===== config.mk =====
export PLATFORM = sky130hd
export DESIGN_NAME = lsm_top
export DESIGN_NICKNAME = d
export VERILOG_FILES = /design/src/core/lsm_sysdiv.v /design/src/core/lsm_windiv.v /design/src/core/lsm_top.v
export VERILOG_INCLUDE_DIRS = /design/src /design/src/core
export SDC_FILE = /design/constraint.sdc
export NUM_CORES = 1
export LEC_CHECK = 0
export CORE_AREA = 2 2 122 124
export CTS_CLUSTER_SIZE = 28
export DETAILED_ROUTE_END_ITERATION = 7
export DIE_AREA = 0 0 124 126
export DONT_BUFFER_PORTS = 1
export PLACE_DENSITY = 0.75
export SYNTH_ARGS = -nofsm -noshare
export SYNTH_HDL_FRONTEND = slang
export SYNTH_HIERARCHICAL = 1
export SYNTH_SLANG_ARGS = --single-unit

===== constraint.sdc =====
create_clock -name sys_clk -period 10.45 [get_ports sys_clk]
set_input_delay 0.5225 -clock sys_clk [delete_from_list [all_inputs] [get_ports sys_clk]]
set_output_delay 0.5225 -clock sys_clk [all_outputs]
set_load 0.005 [all_outputs]

===== src/core/lsm_defs.vh =====
// Register map, field layout and reset values of the clock loss monitor
`ifndef LSM_DEFS_VH
`define LSM_DEFS_VH
`define LSM_OFF_STS      8'h00
`define LSM_OFF_EVENT    8'h04
`define LSM_OFF_QUAL     8'h08
`define LSM_OFF_WINDOW   8'h0c
`define LSM_OFF_THRESH   8'h10
`define LSM_OFF_NOMINAL  8'h14
`define LSM_OFF_SYSDIV   8'h18
`define LSM_OFF_INT_STS  8'h1c
`define LSM_OFF_INT_MASK 8'h20
`define LSM_OFF_LASTCNT  8'h24
`define LSM_STS_LOS_BIT  0
`define LSM_STS_INV_BIT  1
`define LSM_EVT_LOS_BIT  0
`define LSM_QUAL_GOOD_HI 7
`define LSM_QUAL_GOOD_LO 4
`define LSM_QUAL_FAIL_HI 3
`define LSM_QUAL_FAIL_LO 0
`define LSM_WIN_DIV_HI   7
`define LSM_WIN_DIV_LO   3
`define LSM_WIN_MASK_BIT 0
`define LSM_THR_ACC_HI   28
`define LSM_THR_ACC_LO   16
`define LSM_THR_REJ_HI   12
`define LSM_THR_REJ_LO   0
`define LSM_NOM_HI       12
`define LSM_NOM_LO       0
`define LSM_SDIV_HI      4
`define LSM_SDIV_LO      0
`define LSM_INT_DISQ_BIT 0
`define LSM_INT_QUAL_BIT 1
`define LSM_INT_REJ_BIT  2
`define LSM_RST_DIV      5'h00
`define LSM_RST_MASK     1'h0
`define LSM_RST_MARGIN   13'h0000
`define LSM_RST_NOM      13'h0000
`define LSM_RST_TIMES    4'h0
`define LSM_RST_SDIV     5'h0c
`define LSM_RST_LOS      1'h1
`define LSM_RST_INV      1'h1
`define LSM_RST_EVT      1'h1
`define LSM_RST_INT      3'h0
`define LSM_CNT_MAX      14'h3fff
`endif


===== src/core/lsm_sysdiv.v =====
// System time base divider: one-cycle tick every sys_div_int clocks
`timescale 1ns/1ps
`default_nettype none
`include "lsm_defs.vh"
module lsm_sysdiv (
  input  wire       sys_clk,     // Clock
  input  wire       rst,         // Synchronous reset
  input  wire       restart,     // Restart the divider phase
  input  wire [4:0] sys_div_int, // Divide integer
  output wire       sys_tick     // One-cycle time base pulse
);
  reg  [4:0] cnt_r;
  reg        tick_r;
  wire [4:0] lim;
  // Zero would stall the time base, so it divides by one
  assign lim = (sys_div_int == 5'h00) ? 5'h01 : sys_div_int;
  assign sys_tick = tick_r;
  always @(posedge sys_clk) begin
    if (rst || restart) begin
      cnt_r  <= 5'h00;
      tick_r <= 1'b0;
    end else if (cnt_r >= lim - 5'h01) begin
      cnt_r  <= 5'h00;
      tick_r <= 1'b1;
    end else begin
      cnt_r  <= cnt_r + 5'h01;
      tick_r <= 1'b0;
    end
  end
endmodule
`default_nettype wire


===== src/core/lsm_windiv.v =====
// Monitored clock divider: pulses at the end of each measurement window
`timescale 1ns/1ps
`default_nettype none
`include "lsm_defs.vh"
module lsm_windiv (
  input  wire       sys_clk,   // Clock
  input  wire       rst,       // Synchronous reset
  input  wire       restart,   // Restart the window phase
  input  wire       mon_clk,   // Monitored clock, sampled
  input  wire [4:0] div_ratio, // Window length in monitored periods
  output wire       win_end    // One-cycle end-of-window pulse
);
  reg        mon_q_r;
  reg  [4:0] edge_cnt_r;
  reg        win_end_r;
  wire [4:0] lim;
  wire       rise;
  assign lim = (div_ratio <= 5'h01) ? 5'h01 : div_ratio;
  assign rise = mon_clk & ~mon_q_r;
  assign win_end = win_end_r;
  always @(posedge sys_clk) begin
    if (rst || restart) begin
      // Seed with the live level so a clock that is already high is not taken for an edge
      mon_q_r    <= mon_clk;
      edge_cnt_r <= 5'h00;
      win_end_r  <= 1'b0;
    end else begin
      mon_q_r   <= mon_clk;
      win_end_r <= 1'b0;
      if (rise) begin
        if (edge_cnt_r + 5'h01 >= lim) begin
          edge_cnt_r <= 5'h00;
          win_end_r  <= 1'b1;
        end else begin
          edge_cnt_r <= edge_cnt_r + 5'h01;
        end
      end
    end
  end
endmodule
`default_nettype wire


===== src/core/lsm_top.v =====
// Clock loss-of-signal monitor with register port and interrupt
//
// Implementation choices: the plain strobed port and the register offsets.
`timescale 1ns/1ps
`default_nettype none
`include "lsm_defs.vh"
module lsm_top (
  input  wire        sys_clk,     // 125 MHz clock
  input  wire        rst,         // Synchronous reset, active high
  input  wire        mon_clk,     // Monitored reference clock
  input  wire [7:0]  reg_addr,    // Register byte address
  input  wire [31:0] reg_wdata,   // Write data
  input  wire        reg_wr,      // Write strobe
  input  wire        reg_rd,      // Read strobe
  output wire [31:0] reg_rdata,   // Read data, cycle after strobe
  output wire        los_sts,     // Loss-of-signal status
  output wire        ref_invalid, // Reference invalid flag
  output wire        irq          // Level interrupt
);

  function [13:0] lsm_absdiff;
    input [13:0] a;
    input [13:0] b;
    begin
      if (a > b) begin
        lsm_absdiff = a - b;
      end else begin
        lsm_absdiff = b - a;
      end
    end
  endfunction

  function [3:0] lsm_lim;
    input [3:0] v;
    begin
      lsm_lim = (v == 4'h0) ? 4'h1 : v;
    end
  endfunction

  // Configuration
  reg  [4:0]  div_ratio_r;
  reg         fail_mask_r;
  reg  [12:0] acc_margin_r;
  reg  [12:0] rej_margin_r;
  reg  [12:0] nom_num_r;
  reg  [3:0]  good_times_r;
  reg  [3:0]  fail_times_r;
  reg  [4:0]  sys_div_r;
  reg  [2:0]  int_mask_r;
  // State
  reg  [2:0]  int_sts_r;
  reg         los_evt_r;
  reg         los_r;
  reg         inv_r;
  reg         irq_r;
  reg  [13:0] cnt_r;
  reg  [13:0] last_cnt_r;
  reg  [3:0]  good_cnt_r;
  reg  [3:0]  fail_cnt_r;
  reg         armed_r;
  reg         restart_r;
  reg  [31:0] rdata_r;
  // Next values
  reg  [13:0] cnt_nxt;
  reg  [13:0] last_cnt_nxt;
  reg  [3:0]  good_cnt_nxt;
  reg  [3:0]  fail_cnt_nxt;
  reg         armed_nxt;
  reg         los_nxt;
  reg         ev_disq;
  reg         ev_qual;
  reg         ev_rej;
  reg  [31:0] rdata_nxt;

  // Next values of configuration and events
  reg  [4:0]  div_ratio_nxt;
  reg         fail_mask_nxt;
  reg  [12:0] acc_margin_nxt;
  reg  [12:0] rej_margin_nxt;
  reg  [12:0] nom_num_nxt;
  reg  [3:0]  good_times_nxt;
  reg  [3:0]  fail_times_nxt;
  reg  [4:0]  sys_div_nxt;
  reg  [2:0]  int_mask_nxt;
  reg  [2:0]  int_sts_nxt;
  reg         los_evt_nxt;
  reg         irq_nxt;

  wire        sys_tick;
  wire        win_end;
  wire        mon_off;
  wire [13:0] dev;
  wire        win_acc;
  wire        win_rej;
  wire        wr_hit_cfg;
  wire [2:0]  int_set;
  wire [2:0]  int_clr;
  wire        evt_clr;

  lsm_sysdiv u_sysdiv (
    .sys_clk     (sys_clk),
    .rst         (rst),
    .restart     (restart_r),
    .sys_div_int (sys_div_r),
    .sys_tick    (sys_tick)
  );

  lsm_windiv u_windiv (
    .sys_clk   (sys_clk),
    .rst       (rst),
    .restart   (restart_r),
    .mon_clk   (mon_clk),
    .div_ratio (div_ratio_r),
    .win_end   (win_end)
  );

  assign mon_off = (nom_num_r == 13'h0000);
  assign dev     = lsm_absdiff(cnt_r, {1'b0, nom_num_r});
  assign win_acc = (dev <= {1'b0, acc_margin_r});
  assign win_rej = (dev > {1'b0, rej_margin_r});

  // Any change to timing setup restarts measurement; a half window would mislead
  assign wr_hit_cfg = reg_wr && ((reg_addr == `LSM_OFF_WINDOW) ||
                                 (reg_addr == `LSM_OFF_THRESH) ||
                                 (reg_addr == `LSM_OFF_NOMINAL) ||
                                 (reg_addr == `LSM_OFF_SYSDIV));

  // Window evaluation
  always @* begin
    cnt_nxt      = cnt_r;
    last_cnt_nxt = last_cnt_r;
    good_cnt_nxt = good_cnt_r;
    fail_cnt_nxt = fail_cnt_r;
    armed_nxt    = armed_r;
    los_nxt      = los_r;
    ev_disq      = 1'b0;
    ev_qual      = 1'b0;
    ev_rej       = 1'b0;
    if (mon_off) begin
      cnt_nxt      = 14'h0000;
      good_cnt_nxt = 4'h0;
      fail_cnt_nxt = 4'h0;
      armed_nxt    = 1'b0;
      los_nxt      = 1'b1;
    end else if (restart_r) begin
      cnt_nxt      = 14'h0000;
      good_cnt_nxt = 4'h0;
      fail_cnt_nxt = 4'h0;
      armed_nxt    = 1'b0;
    end else if (win_end) begin
      // First window end after a restart only opens a window
      cnt_nxt   = sys_tick ? 14'h0001 : 14'h0000;
      armed_nxt = 1'b1;
      if (armed_r) begin
        last_cnt_nxt = cnt_r;
        if (win_rej) begin
          ev_rej       = 1'b1;
          good_cnt_nxt = 4'h0;
          if (fail_cnt_r + 4'h1 >= lsm_lim(fail_times_r)) begin
            fail_cnt_nxt = 4'h0;
            if (!los_r) begin
              ev_disq = 1'b1;
            end
            los_nxt = 1'b1;
          end else begin
            fail_cnt_nxt = fail_cnt_r + 4'h1;
          end
        end else if (win_acc) begin
          if (good_cnt_r + 4'h1 >= lsm_lim(good_times_r)) begin
            good_cnt_nxt = 4'h0;
            fail_cnt_nxt = 4'h0;
            if (los_r) begin
              ev_qual = 1'b1;
            end
            los_nxt = 1'b0;
          end else begin
            good_cnt_nxt = good_cnt_r + 4'h1;
          end
        end
        // Neither accepted nor rejected: counters left as they are
      end
    end else if (sys_tick && (cnt_r != `LSM_CNT_MAX)) begin
      // Saturate so a dead monitored clock cannot wrap into the accept band
      cnt_nxt = cnt_r + 14'h0001;
    end
  end

  always @(posedge sys_clk) begin
    if (rst) begin
      cnt_r      <= 14'h0000;
      last_cnt_r <= 14'h0000;
      good_cnt_r <= 4'h0;
      fail_cnt_r <= 4'h0;
      armed_r    <= 1'b0;
      restart_r  <= 1'b0;
      los_r      <= `LSM_RST_LOS;
      inv_r      <= `LSM_RST_INV;
    end else begin
      cnt_r      <= cnt_nxt;
      last_cnt_r <= last_cnt_nxt;
      good_cnt_r <= good_cnt_nxt;
      fail_cnt_r <= fail_cnt_nxt;
      armed_r    <= armed_nxt;
      restart_r  <= wr_hit_cfg;
      los_r      <= los_nxt;
      inv_r      <= los_nxt & ~fail_mask_r;
    end
  end

  // Configuration writes; unmapped offsets fall through and change nothing
  // A divide ratio of all ones is stored as written: keeping it out is up to software
  always @* begin
    div_ratio_nxt  = div_ratio_r;
    fail_mask_nxt  = fail_mask_r;
    acc_margin_nxt = acc_margin_r;
    rej_margin_nxt = rej_margin_r;
    nom_num_nxt    = nom_num_r;
    good_times_nxt = good_times_r;
    fail_times_nxt = fail_times_r;
    sys_div_nxt    = sys_div_r;
    int_mask_nxt   = int_mask_r;
    if (reg_wr) begin
      if (reg_addr == `LSM_OFF_QUAL) begin
        good_times_nxt = reg_wdata[`LSM_QUAL_GOOD_HI:`LSM_QUAL_GOOD_LO];
        fail_times_nxt = reg_wdata[`LSM_QUAL_FAIL_HI:`LSM_QUAL_FAIL_LO];
      end else if (reg_addr == `LSM_OFF_WINDOW) begin
        div_ratio_nxt = reg_wdata[`LSM_WIN_DIV_HI:`LSM_WIN_DIV_LO];
        fail_mask_nxt = reg_wdata[`LSM_WIN_MASK_BIT];
      end else if (reg_addr == `LSM_OFF_THRESH) begin
        acc_margin_nxt = reg_wdata[`LSM_THR_ACC_HI:`LSM_THR_ACC_LO];
        rej_margin_nxt = reg_wdata[`LSM_THR_REJ_HI:`LSM_THR_REJ_LO];
      end else if (reg_addr == `LSM_OFF_NOMINAL) begin
        nom_num_nxt = reg_wdata[`LSM_NOM_HI:`LSM_NOM_LO];
      end else if (reg_addr == `LSM_OFF_SYSDIV) begin
        sys_div_nxt = reg_wdata[`LSM_SDIV_HI:`LSM_SDIV_LO];
      end else if (reg_addr == `LSM_OFF_INT_MASK) begin
        int_mask_nxt = reg_wdata[2:0];
      end
    end
  end

  always @(posedge sys_clk) begin
    if (rst) begin
      div_ratio_r  <= `LSM_RST_DIV;
      fail_mask_r  <= `LSM_RST_MASK;
      acc_margin_r <= `LSM_RST_MARGIN;
      rej_margin_r <= `LSM_RST_MARGIN;
      nom_num_r    <= `LSM_RST_NOM;
      good_times_r <= `LSM_RST_TIMES;
      fail_times_r <= `LSM_RST_TIMES;
      sys_div_r    <= `LSM_RST_SDIV;
      int_mask_r   <= `LSM_RST_INT;
    end else begin
      div_ratio_r  <= div_ratio_nxt;
      fail_mask_r  <= fail_mask_nxt;
      acc_margin_r <= acc_margin_nxt;
      rej_margin_r <= rej_margin_nxt;
      nom_num_r    <= nom_num_nxt;
      good_times_r <= good_times_nxt;
      fail_times_r <= fail_times_nxt;
      sys_div_r    <= sys_div_nxt;
      int_mask_r   <= int_mask_nxt;
    end
  end

  // Sticky events: a set in the same cycle as a clear wins
  assign int_set[`LSM_INT_DISQ_BIT] = ev_disq;
  assign int_set[`LSM_INT_QUAL_BIT] = ev_qual;
  assign int_set[`LSM_INT_REJ_BIT]  = ev_rej;
  assign int_clr = (reg_wr && (reg_addr == `LSM_OFF_INT_STS)) ? reg_wdata[2:0] : 3'h0;
  assign evt_clr = reg_wr && (reg_addr == `LSM_OFF_EVENT) && reg_wdata[`LSM_EVT_LOS_BIT];

  // Loss event is re-set from both the present and the next loss level, so a
  // clear that lands on the cycle in which loss ends cannot drop a live loss
  always @* begin
    int_sts_nxt = (int_sts_r & ~int_clr) | int_set;
    los_evt_nxt = (los_evt_r & ~evt_clr) | los_r | los_nxt;
    irq_nxt     = |(int_sts_nxt & int_mask_r);
  end

  always @(posedge sys_clk) begin
    if (rst) begin
      int_sts_r <= `LSM_RST_INT;
      los_evt_r <= `LSM_RST_EVT;
      irq_r     <= 1'b0;
    end else begin
      int_sts_r <= int_sts_nxt;
      los_evt_r <= los_evt_nxt;
      irq_r     <= irq_nxt;
    end
  end

  // Read path
  always @* begin
    rdata_nxt = 32'h0000_0000;
    if (reg_addr == `LSM_OFF_STS) begin
      rdata_nxt[`LSM_STS_LOS_BIT] = los_r;
      rdata_nxt[`LSM_STS_INV_BIT] = inv_r;
    end else if (reg_addr == `LSM_OFF_EVENT) begin
      rdata_nxt[`LSM_EVT_LOS_BIT] = los_evt_r;
    end else if (reg_addr == `LSM_OFF_QUAL) begin
      rdata_nxt[`LSM_QUAL_GOOD_HI:`LSM_QUAL_GOOD_LO] = good_times_r;
      rdata_nxt[`LSM_QUAL_FAIL_HI:`LSM_QUAL_FAIL_LO] = fail_times_r;
    end else if (reg_addr == `LSM_OFF_WINDOW) begin
      rdata_nxt[`LSM_WIN_DIV_HI:`LSM_WIN_DIV_LO] = div_ratio_r;
      rdata_nxt[`LSM_WIN_MASK_BIT] = fail_mask_r;
    end else if (reg_addr == `LSM_OFF_THRESH) begin
      rdata_nxt[`LSM_THR_ACC_HI:`LSM_THR_ACC_LO] = acc_margin_r;
      rdata_nxt[`LSM_THR_REJ_HI:`LSM_THR_REJ_LO] = rej_margin_r;
    end else if (reg_addr == `LSM_OFF_NOMINAL) begin
      rdata_nxt[`LSM_NOM_HI:`LSM_NOM_LO] = nom_num_r;
    end else if (reg_addr == `LSM_OFF_SYSDIV) begin
      rdata_nxt[`LSM_SDIV_HI:`LSM_SDIV_LO] = sys_div_r;
    end else if (reg_addr == `LSM_OFF_INT_STS) begin
      rdata_nxt[2:0] = int_sts_r;
    end else if (reg_addr == `LSM_OFF_INT_MASK) begin
      rdata_nxt[2:0] = int_mask_r;
    end else if (reg_addr == `LSM_OFF_LASTCNT) begin
      rdata_nxt[13:0] = last_cnt_r;
    end
  end

  always @(posedge sys_clk) begin
    if (rst) begin
      rdata_r <= 32'h0000_0000;
    end else if (reg_rd) begin
      rdata_r <= rdata_nxt;
    end else begin
      rdata_r <= 32'h0000_0000;
    end
  end

  assign reg_rdata   = rdata_r;
  assign los_sts     = los_r;
  assign ref_invalid = inv_r;
  assign irq         = irq_r;

endmodule
`default_nettype wire


==> metrics.md <==
| Metric | Value |
|---|---|
| Starting Density | 0.589 |
| Setup bufs post-CTS | 0 |
| Max Cap Violations | 0 |
| Worst R2R Setup Slack | 4.56 ns |
| Final count of hold timing violations | 0 |
| Power density over the cells | 132 mW/mm² |
| Ys Warns | 6 |
| Pin count of the biggest net entering global routing | 84 |
| Status | finished clean |
| Initial DRC count | 553 |
| Combinational power share | 0.026 |
| Reg clk slew, reported paths | 0.06 ns |
| Clock power frac | 0.503 |
| Fraction of layout cells with a size suffix above 1 | 0.0699 |
| Die height | 126 µm |
| Die width | 124 µm |
| Commonest non-fill, non-tap cell in the layout | nand2_1 |
| NetSw | 261 µW |
| Element type at the critical path end | flop |
| Crit-path max FO | 21 |
| Max-slew violations | 0 |
| Core box area | 0.0143 mm² |
| Final setup TNS | 0 ns |
| Worst Max-Slew Pin Slew | 1.07 ns |
| Mapped Area | 0.00843 mm² |
| Wire per inst | 17.1 µm |
| Fmax | 170 MHz |
| Critical Path AT | 6.21 ns |
| Worst Path Class, Setup | reg -> reg |
| Rel. slew slack | 0.281 |
| Synth top area cells | dfxtp_1 35%, ha_1 11%, nand2_1 7.1% |
| Worst hold path type | in -> reg |
| Worst Hold Path Cells | 0 |
| Mean Syn Cell Area | 8.18 µm² |
| P_int | 930 µW |
| WP data required | 10.77 ns |
| P&R area growth vs syn | 6.90% |
| Ant. Diodes | 0 |
| Initial antenna violation count | 0 |
| CTS tree | yes |
| First-pass iteration count of the detailed router | 5 |
| HP Start | mon_clk |
| Async SR Flop Fraction | 0 |
| Final min period | 5.89 ns |
| Unrepaired setup endpoints after global routing | false |
| WHS | 0.115 ns |
| WL final | 20500 µm |
| Die area | 0.0156 mm² |
| IO buf count | 0 |
| Setup WS pre-CTS | 4.68 ns |
| Leak pwr | 0.00340 µW |
| Htree depth | 4 |
| Distinct cell type count of the synthesized netlist | 82 |
| Design Power | 1190 µW |
| Yosys top cell area share | 0.347 |
| CTS Buf Count | 17 |
| Worst Setup Start Kind | flop |
| WHS Endpoint | u_windiv/mon_q_r$_DFF_P_ |
| Post-synthesis cell count | 1030 |
| Post-DP HPWL | 15200 µm |
| Most common flop cell mapped by yosys | dfxtp_1 |
| #FFs+latches synth | 146 |
| Clock Sinks | 146 |
| R2R Path End | irq$_SDFF_PP0_ |
| Vias in the first global route | 6477 |
| Post-synth EDFFs | 0 |
| Clock Tree Buf Depth | 2 |
| Grt ovf | 0 |
| Final Wtd Congestion | 0.919 |
| Row count | 44 |
| Setup violations, final | 0 |
| Vias | 7014 |
| Setup ws final | 4.56 ns |
| Switching Fraction | 0.220 |
| DR vias/cell | 5.85 |
| Resized Gates After CTS | 0 |
| Register area share after synthesis | 0.347 |
| Synth area leader | dfxtp_1 |
| Most frequent cells in the layout | 160 x nand2_1, 146 x dfxtp_1, 107 x a21oi_1 |
| Worst reg-to-reg path cell count | 21 |
| Post-cts hold buffer count | 0 |
| Clk Tree Root Cell | clkbuf_16 |
| Skew final | 0.00738 ns |
| Number of nets in the layout | 1126 |
| IO Pins | 80 |
| Reg2reg start | nom_num_r[11]$_SDFFE_PP0P_ |
| First-pass GRT wire length | 32800 µm |
| Skew-Pair Late Insertion Delay | 0.43 ns |
| Post-DRT Antenna Nets | 0 |
| Gr usage total | 0.271 |
| Final period util | 0.564 |
| Maximum vdd drop | 0.000111 V |
| DR DRC count | 0 |
| Sequential Power Share | 0.471 |
-- registers in the layout, indices dropped and copies added (netlist names), 3 cells and up --
| register | count |
|---|---|
| acc_margin_r | 13 |
| cnt_r | 14 |
| div_ratio_r | 5 |
| fail_cnt_r | 4 |
| fail_times_r | 4 |
| good_cnt_r | 4 |
| good_times_r | 4 |
| int_mask_r | 3 |
| int_sts_r | 3 |
| last_cnt_r | 14 |
| nom_num_r | 13 |
| reg_rdata | 27 |
| rej_margin_r | 13 |
| sys_div_r | 5 |
| u_sysdiv/cnt_r | 5 |
| u_windiv/edge_cnt_r | 5 |
-- worst max-delay path: stages, from the launching register on --
cell and delay, ns:
dfxtp_1 0.41, inv_1 0.08, ha_1 0.45, a21o_1 0.25
a211oi_1 0.44, o211ai_1 0.22, nand2_1 0.72, mux2_2 0.44
o21bai_1 0.18, a211oi_1 0.09, o32ai_1 0.34, xnor2_1 0.15
ha_1 0.31, nand3_1 0.11, nor4_1 0.34, nor2_1 0.06
o21ai_0 0.14, nand3_1 0.12, mux2_4 0.38, a32oi_2 0.19
nor2_1 0.07, a211o_1 0.29
-- layer usage --
layer / vias to the layer above / track usage / part of all wire
li1: 3505 / - / -
met1: 3284 / 0.358 / 0.45
met2: 194 / 0.430 / 0.47
met3: 31 / 0.0620 / 0.060
met4: 0 / 0.101 / 0.024
met5: - / 0 / 0
-- metrics by stage --
step	utilization	instance area, µm²	instances
finish	0.629	9010	1200
global placement	0.589	8430	1168
global route	0.629	9010	1200
detailed placement	0.589	8430	1168
CTS	0.629	9010	1200
floorplan	-	8440	1034
-- layout make-up --
class,count,area [µm²]
fill,1255,5300
multi-input combinational,756,4960
sequential,146,2920
clock buffer,20,447
inverter,80,300
tap,184,230
clock inverter,12,133
timing repair buffer,2,15.0
-- power by group through the flow --
stage / Sequential (µW) / Clock, µW / Combinational (µW)
4_1_cts: 561 / 608 / 30.2
6_report: 561 / 600 / 30.4
3_5_place_dp: 573 / 0 / 29.9
5_1_grt: 561 / 633 / 33.6
3_3_place_gp: 573 / 0 / 29.5
2_1_floorplan: 573 / 0 / 33.1
-- worst max-delay path by stage --
stage | from | end | slack (ns) | cells after the start
2_1_floorplan | cnt_r[0]$_SDFFE_PP0P_ | irq$_SDFF_PP0_ | 5.73 | 25
3_3_place_gp | nom_num_r[11]$_SDFFE_PP0P_ | irq$_SDFF_PP0_ | 4.71 | 21
3_5_place_dp | nom_num_r[11]$_SDFFE_PP0P_ | irq$_SDFF_PP0_ | 4.68 | 21
4_1_cts | nom_num_r[11]$_SDFFE_PP0P_ | irq$_SDFF_PP0_ | 4.62 | 21
5_1_grt | nom_num_r[11]$_SDFFE_PP0P_ | fail_cnt_r[0]$_SDFFE_PP0P_ | 4.25 | 21
6_report | nom_num_r[11]$_SDFFE_PP0P_ | irq$_SDFF_PP0_ | 4.56 | 21
-- cells in the mapped netlist, types with 6 or more instances --
| library cell | n |
|---|---|
| nor2b_1 | 13 |
| nand4_1 | 15 |
| a31oi_1 | 6 |
| a22oi_1 | 8 |
| buf_2 | 8 |
| buf_4 | 9 |
| xor2_1 | 10 |
| nor3_1 | 33 |
| ha_1 | 76 |
| nand2_1 | 160 |
| dfxtp_1 | 146 |
| a21oi_1 | 107 |
| o211ai_1 | 7 |
| a211oi_1 | 9 |
| clkbuf_1 | 31 |
| xnor2_1 | 28 |
| mux2i_1 | 35 |
| nand3_1 | 21 |
| a21o_1 | 13 |
| inv_1 | 80 |
| nor4_1 | 6 |
| nor2_1 | 69 |
| o21ai_0 | 25 |
-- cell families after synthesis --
kind of cell               share of synthesized area
DFF                                            0.347
AOI/OAI and AO/OA                              0.172
and+or+nand+nor                                0.205
xor gates and xnor gates                      0.0395
other                                       0.000445
muxes                                         0.0518
buffers and inverters                         0.0668
adders and majority gates                      0.118
Power figures use the tool's default switching activity.
